**src/logic/ecwl_pkg.sv**
```systemverilog
package ecwl_pkg;

	// Command codes of the lock word and the standard write protect
	localparam logic [7:0] CMD_LOCK_WORD     = 8'hDD;
	localparam logic [7:0] CMD_WRITE_PROTECT = 8'h10;

	// Commands guarded by the lock word
	localparam logic [7:0] CMD_OPERATION     = 8'h01;
	localparam logic [7:0] CMD_ON_OFF_CONFIG = 8'h02;
	localparam logic [7:0] CMD_SECURITY_KEY  = 8'h0E;
	localparam logic [7:0] CMD_STORE_ALL     = 8'h15;
	localparam logic [7:0] CMD_RESTORE_ALL   = 8'h16;
	localparam logic [7:0] CMD_ALERT_MASK    = 8'h1B;
	localparam logic [7:0] CMD_VOUT_MODE     = 8'h20;
	localparam logic [7:0] CMD_VOUT_SETPOINT = 8'h21;
	localparam logic [7:0] CMD_VOUT_TRIM     = 8'h22;
	localparam logic [7:0] CMD_VOUT_MAX      = 8'h24;
	localparam logic [7:0] CMD_MARGIN_HIGH   = 8'h25;
	localparam logic [7:0] CMD_MARGIN_LOW    = 8'h26;
	localparam logic [7:0] CMD_TRANS_RATE    = 8'h27;
	localparam logic [7:0] CMD_SCALE_LOOP    = 8'h29;
	localparam logic [7:0] CMD_SCALE_MON     = 8'h2A;
	localparam logic [7:0] CMD_VOUT_MIN      = 8'h2B;
	localparam logic [7:0] CMD_FREQ_SWITCH   = 8'h33;
	localparam logic [7:0] CMD_VIN_ON        = 8'h35;
	localparam logic [7:0] CMD_VIN_OFF       = 8'h36;
	localparam logic [7:0] CMD_VOUT_OV_FLT   = 8'h40;
	localparam logic [7:0] CMD_VOUT_OV_RSP   = 8'h41;
	localparam logic [7:0] CMD_VOUT_OV_WRN   = 8'h42;
	localparam logic [7:0] CMD_VOUT_UV_WRN   = 8'h43;
	localparam logic [7:0] CMD_VOUT_UV_FLT   = 8'h44;
	localparam logic [7:0] CMD_VOUT_UV_RSP   = 8'h45;
	localparam logic [7:0] CMD_IOUT_OC_FLT   = 8'h46;
	localparam logic [7:0] CMD_IOUT_OC_RSP   = 8'h47;
	localparam logic [7:0] CMD_IOUT_OC_WRN   = 8'h4A;
	localparam logic [7:0] CMD_OT_FLT        = 8'h4F;
	localparam logic [7:0] CMD_OT_RSP        = 8'h50;
	localparam logic [7:0] CMD_OT_WRN        = 8'h51;
	localparam logic [7:0] CMD_VIN_OV_FLT    = 8'h55;
	localparam logic [7:0] CMD_TON_DELAY     = 8'h60;
	localparam logic [7:0] CMD_TON_RISE      = 8'h61;
	localparam logic [7:0] CMD_TOFF_DELAY    = 8'h64;
	localparam logic [7:0] CMD_TOFF_FALL     = 8'h65;
	localparam logic [7:0] CMD_MAKER_ID      = 8'h99;
	localparam logic [7:0] CMD_MAKER_MODEL   = 8'h9A;
	localparam logic [7:0] CMD_MAKER_REV     = 8'h9B;
	localparam logic [7:0] CMD_CUR_MON_CAL   = 8'hA4;
	localparam logic [7:0] CMD_BOOT_OFFSET   = 8'hE0;
	localparam logic [7:0] CMD_USER_SYS_CFG  = 8'hE1;
	localparam logic [7:0] CMD_BUS_ADDR      = 8'hE2;
	localparam logic [7:0] CMD_COMPENSATION  = 8'hE3;
	localparam logic [7:0] CMD_STACK_CFG     = 8'hE4;

	// Lock word layout
	localparam int LW_WIDTH        = 16;
	localparam int BIT_ZERO        = 15;
	localparam int BIT_PROTECT     = 14;
	localparam int BIT_TRIM        = 13;
	localparam int BIT_VOUT_SET    = 12;
	localparam int BIT_VOUT_FAULT  = 11;
	localparam int BIT_WARNING     = 10;
	localparam int BIT_CUR_TEMP    = 9;
	localparam int BIT_MARGIN      = 8;
	localparam int BIT_OPERATION   = 7;
	localparam int BIT_DEV_SETUP   = 6;
	localparam int BIT_VIN_FAULT   = 5;
	localparam int BIT_SEQUENCING  = 4;
	localparam int BIT_MAKER_DATA  = 3;
	localparam int BIT_SEC_KEY     = 2;
	localparam int BIT_RESTORE     = 1;
	localparam int BIT_STORE       = 0;

	// Values after reset, before the first load from non-volatile memory
	localparam logic [15:0] LW_RESET    = 16'h0000;
	localparam logic [15:0] LW_WR_MASK  = 16'h7FFF;
	localparam logic [3:0]  CAUSE_NONE  = 4'hF;

endpackage

```
**src/logic/ecwl_filter.sv**
```systemverilog
`timescale 1ns/1ps
`default_nettype none

// Functional notes
// - Lock word is 16 bits at command DDh
// - Bit 15 always reads zero, holds nothing
// - Bit 14 freezes 10h, DDh; only a load clears
// - Bit 13 blocks trim group writes
// - Bit 12 blocks output voltage mode, setpoint
// - Bit 11 blocks output max/min and OV/UV faults
// - Bit 10 blocks warning configuration writes
// - Bit 9 blocks current, temperature fault writes
// - Bit 8 blocks margin and transition rate
// - Bit 7 blocks OPERATION writes
// - Bit 6 blocks device configuration writes
// - Bit 5 blocks input overvoltage fault limit
// - Bit 4 blocks sequencing command writes
// - Bit 3 blocks maker identity data writes
// - Bit 2 blocks security key command
// - Bit 1 blocks host restore; power-up load stays
// - Bit 0 store lock acts after load only
// - Clear bit accepts unless standard protect forbids
module ecwl_filter (
	input  wire logic        sys_clk_in,
	input  wire logic        rst_in,
	input  wire logic        cmd_wr_in,
	input  wire logic        cmd_rd_in,
	input  wire logic [7:0]  cmd_code_in,
	input  wire logic [15:0] cmd_wdata_in,
	input  wire logic        std_wp_ro_in,
	input  wire logic        nvm_load_in,
	input  wire logic [15:0] nvm_word_in,
	output logic             wr_accept_out,
	output logic             wr_reject_out,
	output logic      [3:0]  reject_cause_out,
	output logic             rd_valid_out,
	output logic      [15:0] rd_data_out,
	output logic      [15:0] lock_word_out,
	output logic             store_lock_active_out
);

	// Overview: every host write is held against the lock bit that
	// guards its command and against the standard protect input. The
	// verdict comes one clock later as an accept or a reject pulse, and
	// the target register only stores on an accept.
	// The lock word lives here. A load pulse from memory fills it, and
	// the host writes it through its own command code.
	// The store lock is the odd one out: it acts from a loaded copy,
	// so a host can set it and still store the word that carries it.
	// Reads of the lock word answer one clock later with a strobe.
	// Nothing here is clock gated; all state runs on every edge.

	// Lock hits and the verdict they lead to; the per-bit vectors are
	// nets because a generate loop drives them one bit at a time
	logic      [15:0] guard_sel;
	wire logic [15:0] active_locks;
	wire logic [15:0] lock_hit;
	logic             group_blocked;
	logic      [3:0]  group_cause;

	// Request decode, shared by the lock and read paths
	logic        wr_lock_word;
	logic        rd_lock_word;
	logic        lock_wr_ok;
	logic        protect_held;

	// Lock state: bits 14..0 as written or loaded, and the loaded
	// copy of the store lock that really governs the store command
	logic [14:0] lock_r;
	logic [14:0] lock_nxt;
	logic        store_eff_r;
	logic        store_eff_nxt;

	// Verdict flops: one-cycle pulses and a cause that holds
	logic        accept_r;
	logic        accept_nxt;
	logic        reject_r;
	logic        reject_nxt;
	logic [3:0]  cause_r;
	logic [3:0]  cause_nxt;
	// Read answer: a one-cycle strobe and data that holds
	logic        rd_valid_r;
	logic        rd_valid_nxt;
	logic [15:0] rd_data_r;
	logic [15:0] rd_data_nxt;

	// True for the command code of the lock word itself; shared by
	// the write path and the read path
	function automatic logic is_lock_word(input logic [7:0] code);
		return code == ecwl_pkg::CMD_LOCK_WORD;
	endfunction

	// Lock word as the host sees it: bit 15 is always zero. Used by
	// the read port and by the lock word output alike.
	function automatic logic [15:0] lock_image(input logic [14:0] bits);
		return {1'b0, bits};
	endfunction

	// Index of the highest hit, or CAUSE_NONE when nothing hits. The
	// decoder is one-hot, so the priority order never matters in use.
	function automatic logic [3:0] top_index(input logic [15:0] hits);
		logic [3:0] idx;
		idx = ecwl_pkg::CAUSE_NONE;
		for (int i = 0; i < ecwl_pkg::LW_WIDTH; i++) begin
			if (hits[i]) begin
				idx = 4'(i);
			end
		end
		return idx;
	endfunction

	// Guard groups by lock bit, with the codes the decoder maps:
	//   15  none; spare bit, always reads zero
	//   14  standard protect 10h and this lock word DDh
	//   13  output trim 22h, monitor gain A4h, scale loop 29h,
	//       scale monitor 2Ah, boot offset E0h
	//   12  output voltage mode 20h, setpoint 21h
	//   11  output max 24h, output min 2Bh,
	//       overvoltage fault limit and response 40h, 41h,
	//       undervoltage fault limit and response 44h, 45h
	//   10  alert mask 1Bh, output over/under warnings 42h, 43h,
	//       overcurrent warning 4Ah, overtemperature warning 51h
	//    9  overcurrent fault limit and response 46h, 47h,
	//       overtemperature fault limit and response 4Fh, 50h
	//    8  margin high 25h, margin low 26h, transition rate 27h
	//    7  operation 01h
	//    6  switching frequency 33h, system config E1h,
	//       bus address E2h, compensation E3h, stacking E4h
	//    5  input overvoltage fault limit 55h
	//    4  turn-on delay and rise 60h, 61h, turn-off delay and
	//       fall 64h, 65h, on/off config 02h, input on/off 35h, 36h
	//    3  maker identity, model and revision 99h, 9Ah, 9Bh
	//    2  security key 0Eh
	//    1  host restore 16h; the memory load is never blocked
	//    0  host store 15h, from the loaded copy only
	// Codes outside these groups pass unless standard protect refuses.

	// Which lock bit guards the command being written
	ecwl_group_decode u_decode (
		.cmd_code_in   (cmd_code_in),
		.guard_sel_out (guard_sel)
	);

	// Locks in force now, built bit by bit: bit 15 is spare, bit 0
	// takes the loaded store copy, the rest act as soon as written.
	// A hit means the command is in a group that is locked now.
	generate
		for (genvar g = 0; g < ecwl_pkg::LW_WIDTH; g++) begin : g_lock
			if (g == ecwl_pkg::BIT_ZERO) begin : g_spare
				assign active_locks[g] = 1'b0;
				assign lock_hit[g] = 1'b0;
			end else if (g == ecwl_pkg::BIT_STORE) begin : g_store
				assign active_locks[g] = store_eff_r;
				assign lock_hit[g] = guard_sel[g] & active_locks[g];
			end else begin : g_live
				assign active_locks[g] = lock_r[g];
				assign lock_hit[g] = guard_sel[g] & active_locks[g];
			end
		end
	endgenerate

	// Any hit refuses the write; the cause names the guarding bit
	always_comb begin
		group_blocked = |lock_hit;
		group_cause = top_index(lock_hit);
	end

	// Request decode; protect_held is the sticky bit 14 as stored
	always_comb begin
		wr_lock_word = cmd_wr_in && is_lock_word(cmd_code_in);
		rd_lock_word = cmd_rd_in && is_lock_word(cmd_code_in);
		protect_held = lock_r[ecwl_pkg::BIT_PROTECT];
		lock_wr_ok = wr_lock_word && !group_blocked && !std_wp_ro_in;
	end

	// Lock bits: a load from memory wins over a host write, since a
	// restore must see the stored image and not a stale bus value.
	// The load is never refused, not even with the restore lock set.
	always_comb begin
		lock_nxt = lock_r;
		if (nvm_load_in) begin
			lock_nxt = nvm_word_in[14:0];
		end else if (lock_wr_ok) begin
			// Bit 14 is clear here, since it guards this very word; the
			// OR keeps it sticky even if that guard were ever bypassed
			lock_nxt = cmd_wdata_in[14:0];
			lock_nxt[ecwl_pkg::BIT_PROTECT] = protect_held
				| cmd_wdata_in[ecwl_pkg::BIT_PROTECT];
		end
	end

	// Lock bits register
	always_ff @(posedge sys_clk_in or posedge rst_in) begin
		if (rst_in) begin
			lock_r <= ecwl_pkg::LW_RESET[14:0];
		end else begin
			lock_r <= lock_nxt;
		end
	end

	// Store lock in force: only a memory load copies bit 0 across.
	// A host write of bit 0 shows in the lock word at once, but the
	// store command stays open until the word is stored and loaded.
	always_comb begin
		store_eff_nxt = store_eff_r;
		if (nvm_load_in) begin
			store_eff_nxt = nvm_word_in[ecwl_pkg::BIT_STORE];
		end
	end

	// Loaded store lock register
	always_ff @(posedge sys_clk_in or posedge rst_in) begin
		if (rst_in) begin
			store_eff_r <= ecwl_pkg::LW_RESET[ecwl_pkg::BIT_STORE];
		end else begin
			store_eff_r <= store_eff_nxt;
		end
	end

	// Write verdict: a group lock or standard protect refuses it.
	// A refused write only raises a flag; the target keeps its value
	// because it never sees an accept pulse for that write.
	always_comb begin
		accept_nxt = 1'b0;
		reject_nxt = 1'b0;
		if (cmd_wr_in) begin
			if (group_blocked || std_wp_ro_in) begin
				reject_nxt = 1'b1;
			end else begin
				accept_nxt = 1'b1;
			end
		end
	end

	// Covers every group
	always_ff @(posedge sys_clk_in or posedge rst_in) begin
		if (rst_in) begin
			accept_r <= 1'b0;
			reject_r <= 1'b0;
		end else begin
			accept_r <= accept_nxt;
			reject_r <= reject_nxt;
		end
	end

	// Cause of the last refusal holds until the next one, so that the
	// status logic can read it after the one-cycle pulse has gone
	always_comb begin
		cause_nxt = cause_r;
		if (cmd_wr_in) begin
			if (group_blocked) begin
				cause_nxt = group_cause;
			end else if (std_wp_ro_in) begin
				cause_nxt = ecwl_pkg::CAUSE_NONE;
			end
		end
	end

	// Refusal cause register
	always_ff @(posedge sys_clk_in or posedge rst_in) begin
		if (rst_in) begin
			cause_r <= ecwl_pkg::CAUSE_NONE;
		end else begin
			cause_r <= cause_nxt;
		end
	end

	// Read strobe of the lock word; other codes get no answer here,
	// since their owners answer reads of their own registers
	always_comb begin
		rd_valid_nxt = 1'b0;
		if (rd_lock_word) begin
			rd_valid_nxt = 1'b1;
		end
	end

	// Read strobe register
	always_ff @(posedge sys_clk_in or posedge rst_in) begin
		if (rst_in) begin
			rd_valid_r <= 1'b0;
		end else begin
			rd_valid_r <= rd_valid_nxt;
		end
	end

	// Read data holds between reads; the top bit is forced low
	always_comb begin
		rd_data_nxt = rd_data_r;
		if (rd_lock_word) begin
			rd_data_nxt = lock_image(lock_r);
		end
	end

	// Read data register
	always_ff @(posedge sys_clk_in or posedge rst_in) begin
		if (rst_in) begin
			rd_data_r <= ecwl_pkg::LW_RESET;
		end else begin
			rd_data_r <= rd_data_nxt;
		end
	end

	// Verdict outputs, straight from their flip-flops
	assign wr_accept_out = accept_r;
	assign wr_reject_out = reject_r;
	assign reject_cause_out = cause_r;

	// Read port outputs
	assign rd_valid_out = rd_valid_r;
	assign rd_data_out = rd_data_r;

	// Lock state as the host reads it and as the store path uses it;
	// the spare top bit is a constant, not logic
	assign lock_word_out = lock_image(lock_r);
	assign store_lock_active_out = store_eff_r;

endmodule

`default_nettype wire

```
**src/logic/ecwl_group_decode.sv**
```systemverilog
`timescale 1ns/1ps
`default_nettype none

// Maps a command code to the one lock bit that guards it (one-hot).
module ecwl_group_decode (
	input  wire logic [7:0]  cmd_code_in,
	output logic      [15:0] guard_sel_out
);

	function automatic logic [15:0] guard_of(input logic [7:0] code);
		logic [15:0] sel;
		sel = 16'h0000;
		case (code)
			ecwl_pkg::CMD_LOCK_WORD, ecwl_pkg::CMD_WRITE_PROTECT:
				sel[ecwl_pkg::BIT_PROTECT] = 1'b1;
			ecwl_pkg::CMD_VOUT_TRIM, ecwl_pkg::CMD_CUR_MON_CAL,
			ecwl_pkg::CMD_SCALE_LOOP, ecwl_pkg::CMD_SCALE_MON,
			ecwl_pkg::CMD_BOOT_OFFSET:
				sel[ecwl_pkg::BIT_TRIM] = 1'b1;
			ecwl_pkg::CMD_VOUT_MODE, ecwl_pkg::CMD_VOUT_SETPOINT:
				sel[ecwl_pkg::BIT_VOUT_SET] = 1'b1;
			ecwl_pkg::CMD_VOUT_MAX, ecwl_pkg::CMD_VOUT_MIN,
			ecwl_pkg::CMD_VOUT_OV_FLT, ecwl_pkg::CMD_VOUT_OV_RSP,
			ecwl_pkg::CMD_VOUT_UV_FLT, ecwl_pkg::CMD_VOUT_UV_RSP:
				sel[ecwl_pkg::BIT_VOUT_FAULT] = 1'b1;
			ecwl_pkg::CMD_ALERT_MASK, ecwl_pkg::CMD_VOUT_OV_WRN,
			ecwl_pkg::CMD_VOUT_UV_WRN, ecwl_pkg::CMD_IOUT_OC_WRN,
			ecwl_pkg::CMD_OT_WRN:
				sel[ecwl_pkg::BIT_WARNING] = 1'b1;
			ecwl_pkg::CMD_IOUT_OC_FLT, ecwl_pkg::CMD_IOUT_OC_RSP,
			ecwl_pkg::CMD_OT_FLT, ecwl_pkg::CMD_OT_RSP:
				sel[ecwl_pkg::BIT_CUR_TEMP] = 1'b1;
			ecwl_pkg::CMD_MARGIN_HIGH, ecwl_pkg::CMD_MARGIN_LOW,
			ecwl_pkg::CMD_TRANS_RATE:
				sel[ecwl_pkg::BIT_MARGIN] = 1'b1;
			ecwl_pkg::CMD_OPERATION:
				sel[ecwl_pkg::BIT_OPERATION] = 1'b1;
			ecwl_pkg::CMD_FREQ_SWITCH, ecwl_pkg::CMD_USER_SYS_CFG,
			ecwl_pkg::CMD_BUS_ADDR, ecwl_pkg::CMD_COMPENSATION,
			ecwl_pkg::CMD_STACK_CFG:
				sel[ecwl_pkg::BIT_DEV_SETUP] = 1'b1;
			ecwl_pkg::CMD_VIN_OV_FLT:
				sel[ecwl_pkg::BIT_VIN_FAULT] = 1'b1;
			ecwl_pkg::CMD_TON_DELAY, ecwl_pkg::CMD_TON_RISE,
			ecwl_pkg::CMD_TOFF_DELAY, ecwl_pkg::CMD_TOFF_FALL,
			ecwl_pkg::CMD_ON_OFF_CONFIG, ecwl_pkg::CMD_VIN_ON,
			ecwl_pkg::CMD_VIN_OFF:
				sel[ecwl_pkg::BIT_SEQUENCING] = 1'b1;
			ecwl_pkg::CMD_MAKER_ID, ecwl_pkg::CMD_MAKER_MODEL,
			ecwl_pkg::CMD_MAKER_REV:
				sel[ecwl_pkg::BIT_MAKER_DATA] = 1'b1;
			ecwl_pkg::CMD_SECURITY_KEY:
				sel[ecwl_pkg::BIT_SEC_KEY] = 1'b1;
			ecwl_pkg::CMD_RESTORE_ALL:
				sel[ecwl_pkg::BIT_RESTORE] = 1'b1;
			ecwl_pkg::CMD_STORE_ALL:
				sel[ecwl_pkg::BIT_STORE] = 1'b1;
			default:
				sel = 16'h0000;
		endcase
		return sel;
	endfunction

	// Purely combinational; the top registers every decision
	assign guard_sel_out = guard_of(cmd_code_in);

endmodule

`default_nettype wire

```
**config.mk**
```make
export PLATFORM = sky130hd
export DESIGN_NAME = ecwl_filter
export DESIGN_NICKNAME = d
export VERILOG_FILES = /design/src/logic/ecwl_pkg.sv /design/src/logic/ecwl_filter.sv /design/src/logic/ecwl_group_decode.sv
export SDC_FILE = /design/constraint.sdc
export NUM_CORES = 1
export LEC_CHECK = 0
export BUFFER_PORTS_ARGS = -buffer_cell sky130_fd_sc_hd__buf_2
export CORE_MARGIN = 2
export CORE_UTILIZATION = 45
export DETAILED_ROUTE_END_ITERATION = 10
export PLACE_DENSITY = 0.77
export SYNTH_ARGS = -nofsm -noshare
export SYNTH_HDL_FRONTEND = slang
export SYNTH_SLANG_ARGS = --single-unit
```
**constraint.sdc**
```tcl
create_clock -name sys_clk_in -period 1.65 [get_ports sys_clk_in]
set_input_delay 0.2475 -clock sys_clk_in [delete_from_list [all_inputs] [get_ports sys_clk_in]]
set_output_delay 0.2475 -clock sys_clk_in [all_outputs]
set_load 0.03 [all_outputs]
```
==> Word-level counts from Yosys, hierarchy flattened <==
Cells that the tools add are included.
{ "classes": {"muxes": 39, "bitwise": 16, "n_eq_ne": 47, "n_reduce_logical": 21} }
{ "ops": {"columns": ["operator", "n"], "rows": [
  ["equality test 8 x 7 -> 1 bit, second input constant", 17],
  ["equality test 8 x 6 -> 1 bit, second input constant", 13],
  ["equality test 8 bit, second input constant", 10],
  ["two-way mux 4 bit", 17],
  ["equality test 8 x 5 -> 1 bit, second input constant", 4],
  ["two-way mux 15 bit", 2],
  ["two-way mux 1 bit", 20],
  ["bitwise AND 1 bit", 15],
  ["OR reduction 15 bit", 1],
  ["OR reduction 5 bit", 3],
  ["equality test 8 x 1 -> 1 bit, second input constant", 1],
  ["equality test 8 x 2 -> 1 bit, second input constant", 1],
  ["equality test 8 x 4 -> 1 bit, second input constant", 1],
  ["OR reduction 7 bit", 1],
  ["OR reduction 3 bit", 2],
  ["OR reduction 6 bit", 1],
  ["logical AND 1 bit", 4],
  ["nonzero test 2 bit", 2],
  ["OR reduction 2 bit", 2],
  ["OR reduction 4 bit", 1],
  ["logical NOT 1 bit", 2],
  ["AND reduction 2 bit", 1],
  ["logical OR 1 bit", 1],
  ["OR 1 bit", 1]
]} }
{ "word_totals": {"wordCells": 130, "regBits": 38, "in_bits": 46, "output_inout_bits": 40} }

==> Logic depth before layout (Yosys ltp) <==
{ "logic_depth": {"word_depth": 19, "mapped_depth": 8, "ltp_nobuf": 6} }

==> Modules after synthesis <==
Synthesis repeated with hierarchy kept, for this count alone.
{ "unflattened": {"hier_cells": 294, "hier_area_um2": 2800.2} }
{ "by_module_without_submodules": {"columns": ["module", "cells_per_inst", "area_per_inst_um2", "n_inst", "seq_area_each_um2"], "rows": [
  ["ecwl_filter", 223, 2382.3, 1, 955.9],
  ["ecwl_group_decode", 71, 417.9, 1, 0.0]
]} }

==> Least setup slack after synthesis <==
No wires, ideal clock.
{ "synth_path": {"path_kind": "input port to flip-flop", "from": "in cmd_code_in[6]", "to": "reg cause_r[1], in the netlist reject_cause_out[1]", "n_path_buf": 1, "setup_ps": 81, "required_time_ps": 1569, "setup_slack_ps": -149, "t_arrival_ps": 1717, "path_stages": 7, "path_cell_list": "buf_4 -> or4b_4 -> a2111oi_4 -> and3b_1 -> nand4_2 -> nor4_4 -> a211oi_2"} }
{ "synth_via": {"elab_chain_cells": 19, "word_cells_on_any_way": 106, "classes_between": "eq/ne: 47; mux: 31; bitwise: 15; reduce/logical: 13"} }
{ "synth_rtl": {"columns": ["item", "line_no", "source"], "rows": [
  ["from (decl)", "ecwl_filter.sv:28", "input wire logic [7:0] cmd_code_in,"],
  ["equality test 8 x 5 -> 1 bit", "ecwl_group_decode.sv:13", "case (code)"],
  ["two-way mux 1 bit", "ecwl_group_decode.sv:13", null],
  ["bitwise AND 1 bit", "ecwl_filter.sv:154", "assign lock_hit[g] = guard_sel[g] & active_locks[g];"],
  ["two-way mux 4 bit (15 in series)", "ecwl_filter.sv:105", "if (hits[i]) begin"],
  ["two-way mux 4 bit", "ecwl_filter.sv:251", "if (group_blocked) begin"],
  ["to (signal assigned)", "ecwl_filter.sv:262", "cause_r <= ecwl_pkg::CAUSE_NONE;"],
  ["to (signal assigned)", "ecwl_filter.sv:264", "cause_r <= cause_nxt;"],
  ["to (decl)", "ecwl_filter.sv:79", "logic [3:0] cause_r;"]
]} }
Parallel ways exist; a longest one is shown, timed or not.
A chain may end at the register's enable or synchronous reset.

==> Final worst setup path <==
{ "layout_path": {"from": "reg lock_r[10]", "to": "reg accept_r, in the netlist wr_accept_out"} }
{ "layout_via": {"elab_chain_cells": 5} }
{ "layout_rtl": {"columns": ["item", "line_no", "source"], "rows": [
  ["from (decl)", "ecwl_filter.sv:69", "logic [14:0] lock_r;"],
  ["from (signal assigned)", "ecwl_filter.sv:195", "lock_r <= ecwl_pkg::LW_RESET[14:0];"],
  ["from (signal assigned)", "ecwl_filter.sv:197", "lock_r <= lock_nxt;"],
  ["bitwise AND 1 bit", "ecwl_filter.sv:157", "assign lock_hit[g] = guard_sel[g] & active_locks[g];"],
  ["OR reduction 15 bit", "ecwl_filter.sv:164", "group_blocked = |lock_hit;"],
  ["logical OR 1 bit", "ecwl_filter.sv:227", "if (group_blocked || std_wp_ro_in) begin"],
  ["two-way mux 1 bit", "ecwl_filter.sv:227", null],
  ["two-way mux 1 bit", "ecwl_filter.sv:226", "if (cmd_wr_in) begin"],
  ["named net accept_nxt", "ecwl_filter.sv:76", "logic accept_nxt;"],
  ["to (signal assigned)", "ecwl_filter.sv:241", "accept_r <= accept_nxt;"],
  ["to (decl)", "ecwl_filter.sv:75", "logic accept_r;"]
]} }
The timed path passes the listed nets, and every way through them passes these cells.

==> results.tsv <==
stage	metric	value	unit
status	status	finished, violations left	
status	failing checks	setup timing	
power	P_int	1600	uW
critical_path	WP data arrival	1.93	ns
floorplanning	DIE WIDTH	75.3	um
critical_path	CP peak stage delay	0.43	ns
sta	Final Hold Fails	0	
power	Final Power	2400	uW
clocking	CTS Buf Count	5	
detailed_routing	routed vias/inst	5.28	
clocking	Longest Clk Path Bufs	2	
clocking	worst skew pair latency	0.30	ns
synth	Yosys warnings	0	
clocking	CTS tree	done	
critical_path	Crit Path Class	reg2reg	
synth	synth cell count leaders	nand2_1, dfrtp_1, mux2i_1	
layout	ANT cells	0	
synth	Seq/Total Area, Yosys	41.7	%
synth	flops & latches, synth	38	
grt	GRT Total Usage	25.1	%
sta	Final Skew	0.00784	ns
detailed_routing	DRC	0	
layout	# nets final	421	
critical_path	Cell Chain, Critical Path	nor2b_1 > a311oi_2 > nand3b_2 > nor4_4 > and2_1	
detailed_routing	initial drt markers	180	
grt	vias in the first global route	2148	
critical_path	crit end category	flip-flop	
synth	largest family of logic cells by synthesized area	simple AND/OR/NAND/NOR gates	
place	port bufs	81	
layout	Area growth, synth to finish	39.9	%
synth	Top FF cell, synth	dfrtp_1	
synth	XOR/XNOR Fraction of Synth Area	0.383	%
synth	Post-Synth Simple-Gate Area	30.4	%
hold_path	HP Class	in2reg	
grt	GR Overflow Total	0	
sta	period utilization	102	%
job	max_cap viols	0	
layout	Reg area	957	um^2
synth	top-area cell type share of the netlist area	37.2	%
synth	multiplexer share of the synthesized area	6.12	%
power	PwrDens	750	nW/um^2
clocking	CTS Root Cell	clkbuf_8	
floorplanning	Starting Density	47.5	%
synth	main area contributors after synthesis	dfrtp_1, nand2_1, mux2i_1	
synth	syn avg cell area	8.98	um^2
sta	Fmax	0.592	GHz
floorplanning	Die Span Y	75.3	um
floorplanning	# IOs	86	
power	worst-case vdd ir drop	0.000632	V
detailed_routing	vias after detailed routing	2340	
critical_path	Crit-path slowest cell	dfrtp_1	
power	Sw Pwr	802	uW
sta	setup ws final	-0.0404	ns
layout	share of layout cells above drive strength 1	41.5	%
clocking	clock slew at reported path FFs	0.08	ns
floorplanning	# rows	25	
synth	Post-synth EDFFs	0	
synth	Async SR Flop Fraction	100	%
power	Net Sw Frac	33.4	%
synth	most frequent cell after synthesis	nand2_1	
sta	slew margin rel.	66.0	%
sta	Pins Over Slew Limit	0	
clocking	H-Tree Depth	2	
detailed_routing	Antenna Nets Post-Route	0	
synth	Cell variety after synth	54	
layout	# fillers	433	
power	Comb power frac	26.5	%
critical_path	CP Data Required Time	1.89	ns
sta	RSZ-0062 raised after global routing	true	
grt	largest net degree at the start of global routing	32	
place	GP Congestion	0.951	
grt	first-pass GRT wire length	10700	um
clocking	TritonCTS sink count	38	
synth	compound-gate portion of the synthesized area	14.9	%
sta	Slew @ Worst Pin	0.509	ns
power	sequential group share of total power	45.0	%
layout	post-layout util	66.5	%
critical_path	Worst setup SP type	flip-flop	
grt	initial antenna violation count	0	
place	placed instance count	431	
sta	Setup violations, final	5	
floorplanning	die area	5670	um^2
synth	area leader, netlist	dfrtp_1	
place	Detail Placement HPWL	5250	um
detailed_routing	TritonRoute pass-1 iters	4	
sta	hold_ws	0.145	ns
synth	Syn Inst Count	255	
power	static leakage	0.00165	uW
sta	final worst path period need	1.69	ns
layout	area of the multi-input gates	1210	um^2
detailed_routing	Avg WL per Cell	15.3	um
synth	Post-Synthesis Cell Area	2290	um^2
detailed_routing	Detailed Route WL	6770	um
floorplanning	Core Area	4820	um^2
synth	adder-cell share of the synthesized area	0	%
layout	final std cells w/o fill	443	
critical_path	crit-path max FO	5	
power	power share of the clock group	28.5	%
[power groups by stage]
stage | logic [uW] | clock network, uW | registers [uW]
2_1_floorplan | 217 | 0 | 1240
3_3_place_gp | 611 | 0 | 1090
3_5_place_dp | 623 | 0 | 1100
4_1_cts | 631 | 692 | 1080
5_1_grt | 690 | 728 | 1090
6_report | 637 | 686 | 1080
[routing by layer]
layer	global-route usage, %	vias to the layer above	share of wire (%)
li1	-	1125	-
met5	0	-	0
met4	8.38	0	1.5
met1	33.2	1124	43
met2	42.2	83	51
met3	4.10	8	4.6
[area by class of cell]
| cell class | instances | share of cell area (%) |
|---|---|---|
| clock buffer | 6 | 2.58 |
| tap | 67 | 2.62 |
| timing repair buffer | 130 | 25.6 |
| sequential | 38 | 29.9 |
| clock inverter | 2 | 0.391 |
| inverter | 10 | 1.17 |
| multi-input combinational | 190 | 37.7 |
[cell families (layout without fill, tap and decap cells)]
kind of cell    after synthesis  count (layout)
simple gates                129             129
compound gates               44              44
buf+inv                      28             148
other cells                   1               2
mux                          14              14
flops                        38              38
xor+xnor                      1               1
[flip-flops by register name (all words and copies together), names as in the netlist]
name / flops
lock_r: 15
rd_data_out: 15
rd_valid_out: 1
reject_cause_out: 4
store_lock_active_out: 1
wr_accept_out: 1
wr_reject_out: 1
[timing repair]
item | CTS | global route
setup endpoints to repair | 5 | 5
hold buffers | 1 | 0
buffers inserted | 1 | 4
endpoints found under the hold margin | 8 | 0
cloned | 0 | 0
resized for setup | 2 | 5
pin swaps | 4 | 3
[metrics by stage]
step | area, um^2 | setup slack [ns] | TNS, ns
floorplan | 2310 | -0.136 | -0.593
global route | 3200 | -0.145 | -0.595
finish | 3200 | -0.0404 | -0.113
detailed placement | 3050 | -0.349 | -3.79
CTS | 3170 | -0.0517 | -0.0962
global placement | 3050 | -0.255 | -3.10
[path summary, 6_finish.rpt]
kind	to	cells past startpoint	from	slack, ns
min reg2reg	rd_data_out[13]	2	rd_data_out[13]	0.47
min	lock_r[1]	3	nvm_word_in[1]	0.14
min in group asynchronous	rd_data_out[11]	3	rst_in	0.52
max in group asynchronous	lock_r[8]	4	rst_in	0.61
max	wr_accept_out	5	lock_r[10]	-0.04
max reg2reg	wr_accept_out	5	lock_r[10]	-0.04
[layout by cell type, fill, tap and decap left out, drive strengths merged, types with 2 or more instances in the layout]
cell and n:
o21a 2, nand4 6, mux2i 14, and4bb 2, clkbuf 9, or4b 2
a21oi 2, nand2 67, nand3b 5, nand2b 3, conb 2, and3b 2
nor2b 9, and3 5, a22oi 2, and2 3, and4 3, buf 126
o31ai 3, dfstp 4, inv 10, o32ai 2, o21ai 22, a211oi 3
dfrtp 34, nor4 3, nor2 10
[worst max-delay path: cells and delay by family (launching register included)]
kind | cells | cell delay (ns)
flops | 1 | 0.43
compound gates | 1 | 0.32
simple gates | 4 | 0.88
(Power assumes the default switching activity.)
